$ cat src/wdt_pkg.sv
// Constants, register map and types of the watchdog / interval timer.
// Assumes one 20 MHz system clock and a synchronous tick from the watchdog oscillator.
// Overview of operation
// Watchdog mode only when the enable fuse selects it; counts independent oscillator ticks.
// In watchdog mode an unfed expiry resets the CPU; software cannot stop it.
// With the fuse clear the timer is an interval timer raising an interrupt.
// Three-bit select gives eight periods, 25 ms doubling up to 3.2 s.
// In watchdog mode the control register accepts one write only.
// Software should feed first, then write the select, within 10 ms.
// A stopped CPU clock does not stop the count, timeout or reset.
// In watchdog mode a chip reset from another source holds the timer.
// A feed is 1Eh then E1h written to the feed register.
// Other activity between the two feed writes does not break the pair.
// A wrong feed does nothing; the original expiry time stands. The code still sets EV_BADFEED.
// Timeout gives about 1 us of internal reset, then execution resumes.
// Timeout in power-down restarts the oscillator and waits for it to settle.
// A valid feed restarts the count from zero with the current period.
package wdt_pkg;
  localparam int ADDR_W = 8;
  localparam int DATA_W = 8;
  localparam int SEL_W  = 3;
  localparam int CNT_W  = 24;
  localparam int EV_W   = 3;

  localparam logic [ADDR_W-1:0] OFF_CTRL    = 8'h00;
  localparam logic [ADDR_W-1:0] OFF_FEED    = 8'h01;
  localparam logic [ADDR_W-1:0] OFF_STATUS  = 8'h02;
  localparam logic [ADDR_W-1:0] OFF_INT_CLR = 8'h03;
  localparam logic [ADDR_W-1:0] OFF_INT_EN  = 8'h04;

  localparam int CTRL_SEL_LSB  = 0;
  localparam int CTRL_RUN_BIT  = 3;
  localparam int CTRL_LOCK_BIT = 4;
  localparam int CTRL_FUSE_BIT = 5;

  localparam int EV_INTERVAL = 0;
  localparam int EV_WDT      = 1;
  localparam int EV_BADFEED  = 2;

  localparam logic [SEL_W-1:0] SEL_RESET    = 3'h7;
  localparam logic             RUN_RESET    = 1'b0;
  localparam logic [EV_W-1:0]  INT_EN_RESET = 3'h0;

  localparam logic [DATA_W-1:0] FEED_FIRST  = 8'h1e;
  localparam logic [DATA_W-1:0] FEED_SECOND = 8'he1;

  localparam int CLK_PERIOD_NS   = 50;
  localparam int RESET_PULSE_NS  = 1000;
  localparam int RESET_PULSE_CYC = (RESET_PULSE_NS + CLK_PERIOD_NS / 2) / CLK_PERIOD_NS;
  localparam int PULSE_W         = 5;

  localparam int TIMEOUT_BASE_MS = 25;
  localparam int TIMEOUT_MAX_MS  = 3200;
  localparam int INIT_WINDOW_MS  = 10;
  localparam int WDT_OSC_KHZ_DEF = 400;
  localparam int BASE_TICKS_DEF  = TIMEOUT_BASE_MS * WDT_OSC_KHZ_DEF;

  typedef logic [SEL_W-1:0] sel_t;

  typedef enum logic [1:0] {
    ST_RUN   = 2'b00,
    ST_PULSE = 2'b01,
    ST_WAIT  = 2'b10
  } wdt_state_t;
endpackage : wdt_pkg

$ cat src/wdt_count_if.sv
// Interface between the watchdog control logic and its timeout counter.
// Assumes both ends share the system clock.
`timescale 1ns/10ps
interface wdt_count_if;
  logic              tick;
  logic              restart;
  logic              hold;
  wdt_pkg::sel_t     sel;
  logic              expire;

  modport ctrl    (output tick, output restart, output hold, output sel, input expire);
  modport counter (input tick, input restart, input hold, input sel, output expire);
endinterface : wdt_count_if

$ cat src/wdt_counter.sv
// Timeout counter, advanced by watchdog oscillator ticks.
// Assumes the tick is a one-cycle pulse synchronous to the clock.
`timescale 1ns/10ps
module wdt_counter #(
  parameter int BASE_TICKS = wdt_pkg::BASE_TICKS_DEF
) (
  input wire logic     clock,
  input wire logic     rst_n,
  wdt_count_if.counter cif
);
  import wdt_pkg::*;

  logic [CNT_W-1:0] count_q;
  logic [CNT_W-1:0] limit;
  logic             expire_q;
  logic             at_end;

  // Period doubles with each select step
  assign limit  = CNT_W'(BASE_TICKS) << cif.sel;
  // Compare with >= so a shorter period picked mid-count still expires
  assign at_end = (count_q >= (limit - CNT_W'(1)));

  // Only the oscillator tick advances it, never the CPU clock state
  always_ff @(posedge clock or negedge rst_n) begin
    if (!rst_n) begin
      count_q <= '0;
    end else if (cif.hold || cif.restart) begin
      count_q <= '0;
    end else if (cif.tick) begin
      count_q <= at_end ? '0 : count_q + CNT_W'(1);
    end
  end

  always_ff @(posedge clock or negedge rst_n) begin
    if (!rst_n) begin
      expire_q <= 1'b0;
    end else begin
      expire_q <= !cif.hold && !cif.restart && cif.tick && at_end;
    end
  end

  assign cif.expire = expire_q;

  property p_restart_zero;
    @(posedge clock) disable iff (!rst_n)
      cif.restart |=> (count_q == '0);
  endproperty
  a_restart_zero: assert property (p_restart_zero)
    else $error("count not zero after feed");

  property p_expire_at_limit;
    @(posedge clock) disable iff (!rst_n)
      $rose(expire_q) |-> ($past(count_q) >= (limit - CNT_W'(1))) && (count_q == '0);
  endproperty
  a_expire_at_limit: assert property (p_expire_at_limit)
    else $error("expiry not at selected period");
endmodule : wdt_counter

$ cat src/wdt_interval_timer.sv
// Watchdog / interval timer: register port, feed check, reset sequencing, interrupt.
// Assumes all inputs synchronous to CLOCK; WDT_OSC_TICK pulses at the watchdog oscillator rate.
`timescale 1ns/10ps
module wdt_interval_timer #(
  parameter int BASE_TICKS = wdt_pkg::BASE_TICKS_DEF
) (
  input  wire logic                       CLOCK,
  input  wire logic                       RST_N,
  input  wire logic                       WATCHDOG_ENABLE_FUSE,
  input  wire logic                       WDT_OSC_TICK,
  input  wire logic                       CPU_CLK_RUNNING,
  input  wire logic                       POWER_DOWN,
  input  wire logic                       OSC_STABLE,
  input  wire logic                       OTHER_RESET,
  input  wire logic [wdt_pkg::ADDR_W-1:0] ADDR,
  input  wire logic [wdt_pkg::DATA_W-1:0] WDATA,
  input  wire logic                       WR,
  input  wire logic                       RD,
  output logic      [wdt_pkg::DATA_W-1:0] RDATA,
  output logic                            IRQ,
  output logic                            WDT_RESET,
  output logic                            CPU_RUN,
  output logic                            OSC_RESTART,
  output logic                            WDT_MODE
);
  import wdt_pkg::*;

  function automatic logic hit(input logic [ADDR_W-1:0] a, input logic [ADDR_W-1:0] off);
    hit = (a == off);
  endfunction : hit

  wdt_count_if cif ();

  logic                       fuse_valid_q;
  logic                       fuse_q;
  sel_t                       sel_q;
  logic                       run_q;
  logic                       locked_q;
  logic                       armed_q;
  logic [EV_W-1:0]            status_q;
  logic [EV_W-1:0]            status_d;
  logic [EV_W-1:0]            int_en_q;
  logic [EV_W-1:0]            events;
  logic [EV_W-1:0]            clr_mask;
  wdt_state_t                 state_q;
  wdt_state_t                 state_d;
  logic [PULSE_W-1:0]         pulse_cnt_q;
  logic [PULSE_W-1:0]         pulse_cnt_d;
  logic                       pd_q;
  logic [DATA_W-1:0]          rdata_q;
  logic [DATA_W-1:0]          read_mux;
  logic                       irq_q;
  logic                       wdt_reset_q;
  logic                       cpu_run_q;
  logic                       osc_restart_q;
  logic                       wr_ctrl;
  logic                       wr_feed;
  logic                       feed_ok;
  logic                       feed_bad;
  logic                       ctrl_accept;
  logic                       wdt_fire;
  logic                       chip_rst;

  assign wr_ctrl = WR && hit(ADDR, OFF_CTRL);
  assign wr_feed = WR && hit(ADDR, OFF_FEED);

  // Fuse is a power-up strap: caught once, on the first edge after release
  always_ff @(posedge CLOCK or negedge RST_N) begin
    if (!RST_N) begin
      fuse_valid_q <= 1'b0;
      fuse_q       <= 1'b0;
    end else if (!fuse_valid_q) begin
      fuse_valid_q <= 1'b1;
      fuse_q       <= WATCHDOG_ENABLE_FUSE;
    end
  end

  // Watchdog-caused chip reset also reinitialises the control state
  assign chip_rst = (state_q != ST_RUN);

  // Once locked in watchdog mode, later control writes are dropped
  assign ctrl_accept = wr_ctrl && !(fuse_q && locked_q);

  always_ff @(posedge CLOCK or negedge RST_N) begin
    if (!RST_N) begin
      sel_q    <= SEL_RESET;
      run_q    <= RUN_RESET;
      locked_q <= 1'b0;
    end else if (chip_rst) begin
      sel_q    <= SEL_RESET;
      run_q    <= RUN_RESET;
      locked_q <= 1'b0;
    end else if (ctrl_accept) begin
      sel_q    <= WDATA[CTRL_SEL_LSB +: SEL_W];
      run_q    <= WDATA[CTRL_RUN_BIT];
      locked_q <= fuse_q;
    end
  end

  // Feed pair: first value arms, second completes; writes elsewhere leave it armed
  assign feed_ok  = wr_feed && armed_q && (WDATA == FEED_SECOND);
  // Wrong value clears the arm and flags EV_BADFEED; the count keeps its old schedule
  assign feed_bad = wr_feed && !feed_ok && (WDATA != FEED_FIRST);

  always_ff @(posedge CLOCK or negedge RST_N) begin
    if (!RST_N) begin
      armed_q <= 1'b0;
    end else if (chip_rst) begin
      armed_q <= 1'b0;
    end else if (wr_feed) begin
      armed_q <= (WDATA == FEED_FIRST);
    end
  end

  // Counter hookup. Software has no way to stop it in watchdog mode
  assign cif.tick    = WDT_OSC_TICK;
  assign cif.restart = feed_ok;
  assign cif.sel     = sel_q;
  // Other reset sources hold it; in interval mode the run bit gates it too
  assign cif.hold    = !fuse_valid_q || chip_rst || OTHER_RESET || (!fuse_q && !run_q);

  assign wdt_fire = (state_q == ST_RUN) && fuse_q && cif.expire;

  // Reset sequencing: fixed pulse, then resume or wait for the oscillator
  always_comb begin
    state_d     = state_q;
    pulse_cnt_d = pulse_cnt_q;
    case (state_q)
      ST_RUN: begin
        if (wdt_fire) begin
          state_d     = ST_PULSE;
          pulse_cnt_d = PULSE_W'(RESET_PULSE_CYC - 1);
        end
      end
      ST_PULSE: begin
        if (pulse_cnt_q == '0) begin
          state_d = pd_q ? ST_WAIT : ST_RUN;
        end else begin
          pulse_cnt_d = pulse_cnt_q - PULSE_W'(1);
        end
      end
      ST_WAIT: begin
        if (OSC_STABLE) begin
          state_d = ST_RUN;
        end
      end
      default: begin
        state_d = ST_RUN;
      end
    endcase
  end

  always_ff @(posedge CLOCK or negedge RST_N) begin
    if (!RST_N) begin
      state_q     <= ST_RUN;
      pulse_cnt_q <= '0;
    end else begin
      state_q     <= state_d;
      pulse_cnt_q <= pulse_cnt_d;
    end
  end

  // Power-down state is sampled at the moment of expiry
  always_ff @(posedge CLOCK or negedge RST_N) begin
    if (!RST_N) begin
      pd_q <= 1'b0;
    end else if (wdt_fire) begin
      pd_q <= POWER_DOWN;
    end
  end

  // Outputs follow the next state so they line up with the state register
  always_ff @(posedge CLOCK or negedge RST_N) begin
    if (!RST_N) begin
      wdt_reset_q   <= 1'b0;
      cpu_run_q     <= 1'b0;
      osc_restart_q <= 1'b0;
    end else begin
      wdt_reset_q   <= (state_d == ST_PULSE);
      cpu_run_q     <= (state_d == ST_RUN);
      osc_restart_q <= (state_d == ST_WAIT);
    end
  end

  // Sticky events; a set in the clearing cycle wins
  assign events[EV_INTERVAL] = !fuse_q && cif.expire;
  assign events[EV_WDT]      = wdt_fire;
  assign events[EV_BADFEED]  = feed_bad;
  assign clr_mask = (WR && hit(ADDR, OFF_INT_CLR)) ? WDATA[EV_W-1:0] : '0;
  assign status_d = (status_q & ~clr_mask) | events;

  always_ff @(posedge CLOCK or negedge RST_N) begin
    if (!RST_N) begin
      status_q <= '0;
    end else begin
      status_q <= status_d;
    end
  end

  always_ff @(posedge CLOCK or negedge RST_N) begin
    if (!RST_N) begin
      int_en_q <= INT_EN_RESET;
    end else if (WR && hit(ADDR, OFF_INT_EN)) begin
      int_en_q <= WDATA[EV_W-1:0];
    end
  end

  always_ff @(posedge CLOCK or negedge RST_N) begin
    if (!RST_N) begin
      irq_q <= 1'b0;
    end else begin
      irq_q <= |(status_q & int_en_q);
    end
  end

  // Read port; feed and clear registers read as zero
  always_comb begin
    read_mux = '0;
    if (hit(ADDR, OFF_CTRL)) begin
      read_mux[CTRL_SEL_LSB +: SEL_W] = sel_q;
      read_mux[CTRL_RUN_BIT]          = run_q;
      read_mux[CTRL_LOCK_BIT]         = locked_q;
      read_mux[CTRL_FUSE_BIT]         = fuse_q;
    end else if (hit(ADDR, OFF_STATUS)) begin
      read_mux[EV_W-1:0] = status_q;
    end else if (hit(ADDR, OFF_INT_EN)) begin
      read_mux[EV_W-1:0] = int_en_q;
    end
  end

  always_ff @(posedge CLOCK or negedge RST_N) begin
    if (!RST_N) begin
      rdata_q <= '0;
    end else begin
      rdata_q <= RD ? read_mux : '0;
    end
  end

  wdt_counter #(
    .BASE_TICKS (BASE_TICKS)
  ) wdt_counter_inst (
    .clock (CLOCK),
    .rst_n (RST_N),
    .cif   (cif.counter)
  );

  assign RDATA       = rdata_q;
  assign IRQ         = irq_q;
  assign WDT_RESET   = wdt_reset_q;
  assign CPU_RUN     = cpu_run_q;
  assign OSC_RESTART = osc_restart_q;
  assign WDT_MODE    = fuse_q;

  property p_fuse_fixed;
    @(posedge CLOCK) disable iff (!RST_N)
      fuse_valid_q |=> $stable(fuse_q) && fuse_valid_q;
  endproperty
  a_fuse_fixed: assert property (p_fuse_fixed)
    else $error("mode fuse changed after power-up");

  property p_timeout_resets;
    @(posedge CLOCK) disable iff (!RST_N)
      (fuse_q && cif.expire && state_q == ST_RUN) |=> WDT_RESET && !CPU_RUN;
  endproperty
  a_timeout_resets: assert property (p_timeout_resets)
    else $error("watchdog expiry gave no reset");

  property p_no_stop;
    @(posedge CLOCK) disable iff (!RST_N)
      (fuse_valid_q && fuse_q && !OTHER_RESET && state_q == ST_RUN) |-> !cif.hold;
  endproperty
  a_no_stop: assert property (p_no_stop)
    else $error("watchdog held while running");

  property p_interval_irq;
    @(posedge CLOCK) disable iff (!RST_N)
      (!fuse_q && cif.expire && int_en_q[EV_INTERVAL] && !clr_mask[EV_INTERVAL])
        |=> status_q[EV_INTERVAL] ##1 IRQ && !WDT_RESET;
  endproperty
  a_interval_irq: assert property (p_interval_irq)
    else $error("interval expiry gave no interrupt");

  property p_single_write;
    @(posedge CLOCK) disable iff (!RST_N)
      (fuse_q && locked_q && wr_ctrl && !chip_rst) |=> $stable(sel_q) && $stable(run_q);
  endproperty
  a_single_write: assert property (p_single_write)
    else $error("control changed after lock");

  property p_cpu_clock_free;
    @(posedge CLOCK) disable iff (!RST_N)
      (fuse_q && !CPU_CLK_RUNNING && wdt_fire) |=> WDT_RESET;
  endproperty
  a_cpu_clock_free: assert property (p_cpu_clock_free)
    else $error("no reset with CPU clock stopped");

  property p_other_reset_hold;
    @(posedge CLOCK) disable iff (!RST_N)
      (fuse_q && OTHER_RESET) |-> cif.hold ##1 !cif.expire;
  endproperty
  a_other_reset_hold: assert property (p_other_reset_hold)
    else $error("timer active during other reset");

  property p_feed_pair;
    @(posedge CLOCK) disable iff (!RST_N)
      (wr_feed && WDATA == FEED_SECOND && armed_q) |-> cif.restart ##1 !armed_q;
  endproperty
  a_feed_pair: assert property (p_feed_pair)
    else $error("valid feed not taken");

  property p_gap_keeps_arm;
    @(posedge CLOCK) disable iff (!RST_N)
      (armed_q && !wr_feed && !chip_rst) |=> armed_q;
  endproperty
  a_gap_keeps_arm: assert property (p_gap_keeps_arm)
    else $error("arm lost between feed writes");

  property p_bad_feed;
    @(posedge CLOCK) disable iff (!RST_N)
      feed_bad |-> !cif.restart ##1 status_q[EV_BADFEED] && !armed_q;
  endproperty
  a_bad_feed: assert property (p_bad_feed)
    else $error("wrong feed had an effect");

  property p_pulse_len;
    @(posedge CLOCK) disable iff (!RST_N)
      $rose(WDT_RESET) |-> ##19 WDT_RESET ##1 !WDT_RESET;
  endproperty
  a_pulse_len: assert property (p_pulse_len)
    else $error("reset pulse length wrong");

  property p_resume;
    @(posedge CLOCK) disable iff (!RST_N)
      ($fell(WDT_RESET) && !pd_q) |-> CPU_RUN && !OSC_RESTART;
  endproperty
  a_resume: assert property (p_resume)
    else $error("no resume after reset");

  property p_pd_wait;
    @(posedge CLOCK) disable iff (!RST_N)
      (state_q == ST_WAIT && !OSC_STABLE) |=> OSC_RESTART && !CPU_RUN;
  endproperty
  a_pd_wait: assert property (p_pd_wait)
    else $error("resumed before oscillator stable");
endmodule : wdt_interval_timer

$ cat config.mk
export PLATFORM = sky130hd
export DESIGN_NAME = wdt_interval_timer
export DESIGN_NICKNAME = d
export VERILOG_FILES = /design/src/wdt_pkg.sv /design/src/wdt_count_if.sv /design/src/wdt_counter.sv /design/src/wdt_interval_timer.sv
export SDC_FILE = /design/constraint.sdc
export NUM_CORES = 1
export LEC_CHECK = 0
export BUFFER_PORTS_ARGS = -buffer_cell sky130_fd_sc_hd__buf_4
export CAP_MARGIN = 20
export CORE_ASPECT_RATIO = 0.6
export CORE_MARGIN = 2
export CORE_UTILIZATION = 66
export CTS_BUF_LIST = sky130_fd_sc_hd__clkbuf_4
export CTS_CLUSTER_SIZE = 30
export DETAILED_ROUTE_END_ITERATION = 6
export PLACE_DENSITY_LB_ADDON = 0.05
export SETUP_SLACK_MARGIN = 0.2
export SLEW_MARGIN = 30
export SYNTH_ARGS = -nofsm -noshare
export SYNTH_HDL_FRONTEND = slang
export SYNTH_SLANG_ARGS = --single-unit
$ cat constraint.sdc
create_clock -name CLOCK -period 11.1 [get_ports CLOCK]
set_clock_uncertainty 0.05 [all_clocks]
set_input_delay 0 -clock CLOCK [delete_from_list [all_inputs] [get_ports CLOCK]]
set_output_delay 0 -clock CLOCK [all_outputs]
set_load 0.01 [all_outputs]
# Yosys cells after proc, flatten, opt, wreduce, memory -nomap -nowiden
# Cells that the tools add are included.
[classes]
n_addsub = 3
n_lt_le_gt_ge = 1
n_eq_ne = 13
shifts = 1
muxes = 25
bitwise_logic = 4
n_reduce_logical = 38
[ops]
columns = ["op", "n"]
rows = [
  ["24-bit 2-to-1 mux", 3],
  ["24-bit by 1-bit adder with 24-bit output, second input constant", 1],
  ["24-bit >= comparator", 1],
  ["14-bit by 3-bit << shifter with 24-bit output, first input constant", 1],
  ["24-bit by 1-bit subtractor with 24-bit output, second input constant", 1],
  ["3-bit 2-to-1 mux", 7],
  ["1-bit logical AND", 17],
  ["8-bit by 2-bit equality test with 1-bit output, second input constant", 2],
  ["5-bit 2-to-1 mux", 2],
  ["5-bit case mux with 2 select lines", 1],
  ["2-bit nonzero test", 5],
  ["8-bit by 1-bit equality test with 1-bit output, second input constant", 1],
  ["8-bit by 3-bit equality test with 1-bit output, second input constant", 1],
  ["8-bit by 5-bit equality test with 1-bit output, second input constant", 1],
  ["8-bit equality test, second input constant", 1],
  ["8-bit logical NOT", 1],
  ["2-bit 2-to-1 mux", 4],
  ["8-bit by 5-bit != test with 1-bit output, second input constant", 1],
  ["3-bit AND", 2],
  ["1-bit logical NOT", 6],
  ["1-bit 2-to-1 mux", 6],
  ["6-bit 2-to-1 mux", 1],
  ["2-bit case mux with 3 select lines", 1],
  ["5-bit logical NOT", 1],
  ["10 further kinds", 17],
]
[word_totals]
ff_bits = 57
out_inout_bits = 13
word_cells = 103

# Depth between registers and ports, before layout
[depth]
word_depth = 8
depth_mapped = 19

# Hierarchy
# From an unflattened synthesis, not the netlist that was laid out.
[unflattened]
cells_unflattened = 395
hier_area_um2 = 3694.8
[modules_own_cells]
columns = ["mod", "instances", "cells_each", "area_per_inst_um2"]
rows = [
  ["wdt_counter", 1, 262, 2167.1],
  ["wdt_interval_timer", 1, 133, 1527.7],
]

# Least setup slack after synthesis
# OpenSTA, ideal clock, no wires.
[synth_timing]
path_kind = "flip-flop to flip-flop"
start = "register sel_q[1], in the netlist cif.sel[1]"
end = "register wdt_counter_inst.count_q[21]"
setup_time_ps = 125
arrival_ps = 3331
path_slack_ps = 7593
stages_incl_launch_ff = 19
n_path_buf = 2
cell_sequence = "dfstp_2 inv_1 ha_1 nand2_1 ha_1 nor2_1 or3_1 inv_1 o21ai_0 a22o_1 ha_1 nand4_1 nor4_2 o211ai_1 and3_2 buf_4 buf_4 a31oi_1 a21oi_1"
[synth_between]
elab_chain_len = 6
[synth_rtl]
columns = ["element", "line", "text"]
rows = [
  ["from (decl)", "wdt_interval_timer.sv:36", "sel_t sel_q;"],
  ["from (signal assigned)", "wdt_interval_timer.sv:94", "sel_q <= WDATA[CTRL_SEL_LSB +: SEL_W];"],
  ["14-bit by 3-bit << shifter with 24-bit output", "wdt_counter.sv:19", "assign limit = CNT_W'(BASE_TICKS) << cif.sel;"],
  ["24-bit by 1-bit subtractor with 24-bit output", "wdt_counter.sv:21", "assign at_end = (count_q >= (limit - CNT_W'(1)));"],
  ["24-bit >= comparator", "wdt_counter.sv:21", ""],
  ["24-bit 2-to-1 mux", "wdt_counter.sv:30", "count_q <= at_end ? '0 : count_q + CNT_W'(1);"],
  ["24-bit 2-to-1 mux", "wdt_counter.sv:29", "end else if (cif.tick) begin"],
  ["24-bit 2-to-1 mux", "wdt_counter.sv:27", "end else if (cif.hold || cif.restart) begin"],
  ["to (signal assigned)", "wdt_counter.sv:30", ""],
  ["to (decl)", "wdt_counter.sv:13", "logic [CNT_W-1:0] count_q;"],
]
# Every way passes these cells. The select of a mux whose other input is x is not followed.
# A chain may end at the register's enable or synchronous reset.

# Worst setup path after layout
[layout_timing]
start = "register sel_q[1], in the netlist cif.sel[1]"
end = "register wdt_counter_inst.count_q[14]"
# Same word-level chain as after synthesis.

==> key figures <==
Finish
  • Register area: 1430 µm²
  • # diodes: 0
  • Fraction of layout cells with a size suffix above 1: 14.9%
  • Final nets: 527
  • Filler Cell Count: 366
  • Fin cells: 558
  • Final Cell Area: 4380 µm²
  • Multi-input logic area: 2200 µm²
  • Area Overhead vs Synth: 15.9%

Synth
  • Yosys warns: 0
  • Mapped Avg Cell Area: 8.92 µm²
  • Largest family of logic cells by synthesized area: simple AND/OR/NAND/NOR gates
  • Top cell type's share of synthesized area: 35.8%
  • Compound-gate portion of the synthesized area: 15.0%
  • Dominant synthesized flop cell: dfrtp_1
  • Post-Synth XOR/XNOR Area: 1.62%
  • Seq/Total Area, Yosys: 37.9%
  • Synth top cells by count: dfrtp_1, nand2_1, a21oi_1, ha_1, nor2_1
  • Most common cell in the netlist: dfrtp_1
  • Area contributors post-synth: dfrtp_1, ha_1, nand2_1, a21oi_1, nand2b_1
  • Asr flop ratio synth: 100%
  • Syn Inst Count: 423
  • Post-synthesis register bit count: 57
  • Mux share of post-synthesis cell area: 3.02%
  • Number of synthesized flops with an enable pin: 0
  • Yosys cell types: 57
  • Mapped Area: 3770 µm²
  • Synth Area in Simple Gates: 29.0%
  • Area leader, netlist: dfrtp_1
  • Adder-cell share of the synthesized area: 9.28%

Critical path
  • Worst endpoint required time: 11380 ps
  • Worst r2r path cells: 17
  • Crit-path max cell delay: 640 ps
  • Slowest-stage cell, CP: dfstp_2
  • Critical Path Source: cif.sel[1]
  • Startpoint Class: register
  • Worst path cell trace: inv_1 > ha_1 > nand2_1 > ha_1 > nor2_1 > or3_1 > a21oi_1 > nor2_1 > a21oi_1 > a21oi_1 > ha_1 > nand2_1 > o21ai_0 > a22oi_1 > nand4_1 > or4_1 > o31ai_1
  • CP Max Fanout: 12
  • CP Class: register to register
  • Critical Path End Type: register
  • CP Data Arrival Time: 4650 ps
  • Launching point of the worst reg2reg path: cif.sel[1]

GRT
  • First-pass GRT wire length: 15900 µm
  • GR Util met3: 8.39%
  • GR Overflow Total: 0
  • Pin count of the biggest net entering global routing: 58
  • M1 GR Usage: 48.6%
  • GRT busiest layer: met1
  • GRT Overall Usage: 32.4%
  • Number of global-route vias before repair: 3194
  • Initial antenna violation count: 0
  • Grt met2 use: 45.5%

Die
  • Initial cell density of the core: 68.1%
  • Die Ht: 62.6 µm
  • Core footprint: 5540 µm²
  • Row cnt: 21
  • Die area: 6360 µm²
  • Io pins: 39
  • Die width: 102 µm

Placement
  • Dpl hpwl: 6480 µm
  • Placed instance area: 4060 µm²
  • IO Port Bufs: 35
  • Gpl congestion: 0.922
  • Cells after DPL: 522

Drt
  • Post-route DRC: 0
  • DR vias/cell: 6.15
  • Total number of vias: 3431
  • 1st-pass router iterations: 5
  • Post-route ant nets: 0
  • Drt wl/cell: 16.9 µm
  • Starting DRT DRC Count: 337
  • Post-Route WL: 9450 µm

Clock network
  • Num CTS Buffers: 9
  • Clock latency on the worst-skew pair: 410 ps
  • Clock Tree Buf Depth: 2
  • Worst-path clk slew: 110 ps
  • H-tree level count: 3
  • Root Buffer: clkbuf_4
  • Post-CTS setup buffers: 0
  • Clock tree from TritonCTS: built
  • Post-CTS sizing: 0
  • CTS Sinks: 57

Timing
  • Fmax: 229 MHz
  • Slew at the pin closest to its max-slew limit: 730 ps
  • Tmin final: 4370 ps
  • Setup_tns: 0 ps
  • Hold Fails Final Rpt: 0
  • Slew margin rel.: 51.3%
  • Max-slew violations: 0
  • Unrepaired setup endpoints after global routing: false
  • Hold slack: 33.1 ps
  • Final setup viols: 0
  • Fin crit share: 39.4%

Power and ir drop
  • P_leak: 1.98 nW
  • P per Cell Area: 93.0 nW/µm²
  • Pwr Total: 407 µW
  • Worst IR drop on VDD: 0.0763 mV

Min path
  • Worst hold path cell count: 5
  • Hold crit path type: input pin to register
  • HP Start: ADDR[7]

Flow run
  • Max-Cap Viols: 0

Outcome
  • Status: completed
## sequential cells by signal (all words and copies together) (netlist names)
register,count
pulse_cnt_q,5
WDT_RESET,1
run_q,1
locked_q,1
fuse_valid_q,1
status_q,3
RDATA,6
WDT_MODE,1
cif.sel,3
OSC_RESTART,1
wdt_counter_inst.cif.expire,1
state_q,2
wdt_counter_inst.count_q,24
IRQ,1
armed_q,1
CPU_RUN,1
pd_q,1
int_en_q,3
## per-layer routing
layer,vias to the layer above,share of wire [%]
li1,1629,-
met1,1642,47
met2,137,42
met3,23,8.3
met4,0,2.2
met5,-,0
## power by group
part           total, mW  switching, mW  internal (mW)
clock network      0.138         0.0904         0.0472
logic             0.0537         0.0296         0.0241
registers          0.216        0.00447          0.211
## cells in the final DEF, fill, tap and decap left out, types with 4 or more instances in the layout
| cell | count |
|---|---|
| a21o_1 | 6 |
| a21oi_1 | 31 |
| a31oi_1 | 14 |
| and3_1 | 9 |
| buf_4 | 35 |
| clkbuf_4 | 9 |
| conb_1 | 4 |
| dfrtp_1 | 54 |
| dlygate4sd3_1 | 20 |
| ha_1 | 28 |
| inv_1 | 16 |
| mux2i_1 | 8 |
| nand2_1 | 42 |
| nand2b_1 | 19 |
| nand3_1 | 17 |
| nand3b_1 | 5 |
| nand4_1 | 11 |
| nand4b_1 | 6 |
| nor2_1 | 26 |
| nor2b_1 | 8 |
| nor3_1 | 13 |
| nor3b_1 | 6 |
| nor4_1 | 4 |
| o21ai_0 | 18 |
| or3_1 | 9 |
| xor2_1 | 4 |
## area by class of cell
cell class / instances / area share, %
clock buffers: 9 / 1.54
multi-input cells: 334 / 50.3
repair buffers: 55 / 10.6
clock inverters: 7 / 1.23
flip-flops and latches: 57 / 32.7
well taps: 80 / 2.29
inverters: 16 / 1.37
## logic make-up (layout without fill, tap and decap cells)
group                    Yosys count  count (layout)
other                              2               4
buffers and inverters             34              87
multiplexers                      11              11
AO/OA/AOI/OAI                     89              89
adder cells (fa/ha/maj)           28              28
flip-flops                        57              57
XOR/XNOR                           7               7
AND/OR/NAND/NOR                  195             195
## critical path: cells and delay by family, from the launching register on
kind                       cells  cell delay [ps]
DFF                            1              640
adders and majority gates      3              830
buffers and inverters          1              210
AOI/OAI and AO/OA              6              760
and+or+nand+nor                7             1780
## repair_timing
action	CTS	global route
hold endpoints to repair	85	0
endpoints found under the setup margin	0	0
hold buffers	20	0
## path summary, 6_finish.rpt
path                                                 to  slack, ps
max                        wdt_counter_inst.count_q[14]       6730
min                                            RDATA[1]         30
max reg2reg                wdt_counter_inst.count_q[14]       6730
min reg2reg                              pulse_cnt_q[4]        450
max in group asynchronous                     WDT_RESET      10380
min in group asynchronous   wdt_counter_inst.count_q[7]        130
## metrics by stage
stage | util, % | setup WS (ps)
after floorplan | - | 7590
after CTS | 78.9 | 6810
after detailed placement | 73.1 | 6870
after global placement | 73.1 | 6930
after global routing | 78.9 | 6380
final | 78.9 | 6730
Note: power is estimated with default switching activity, not from simulation.
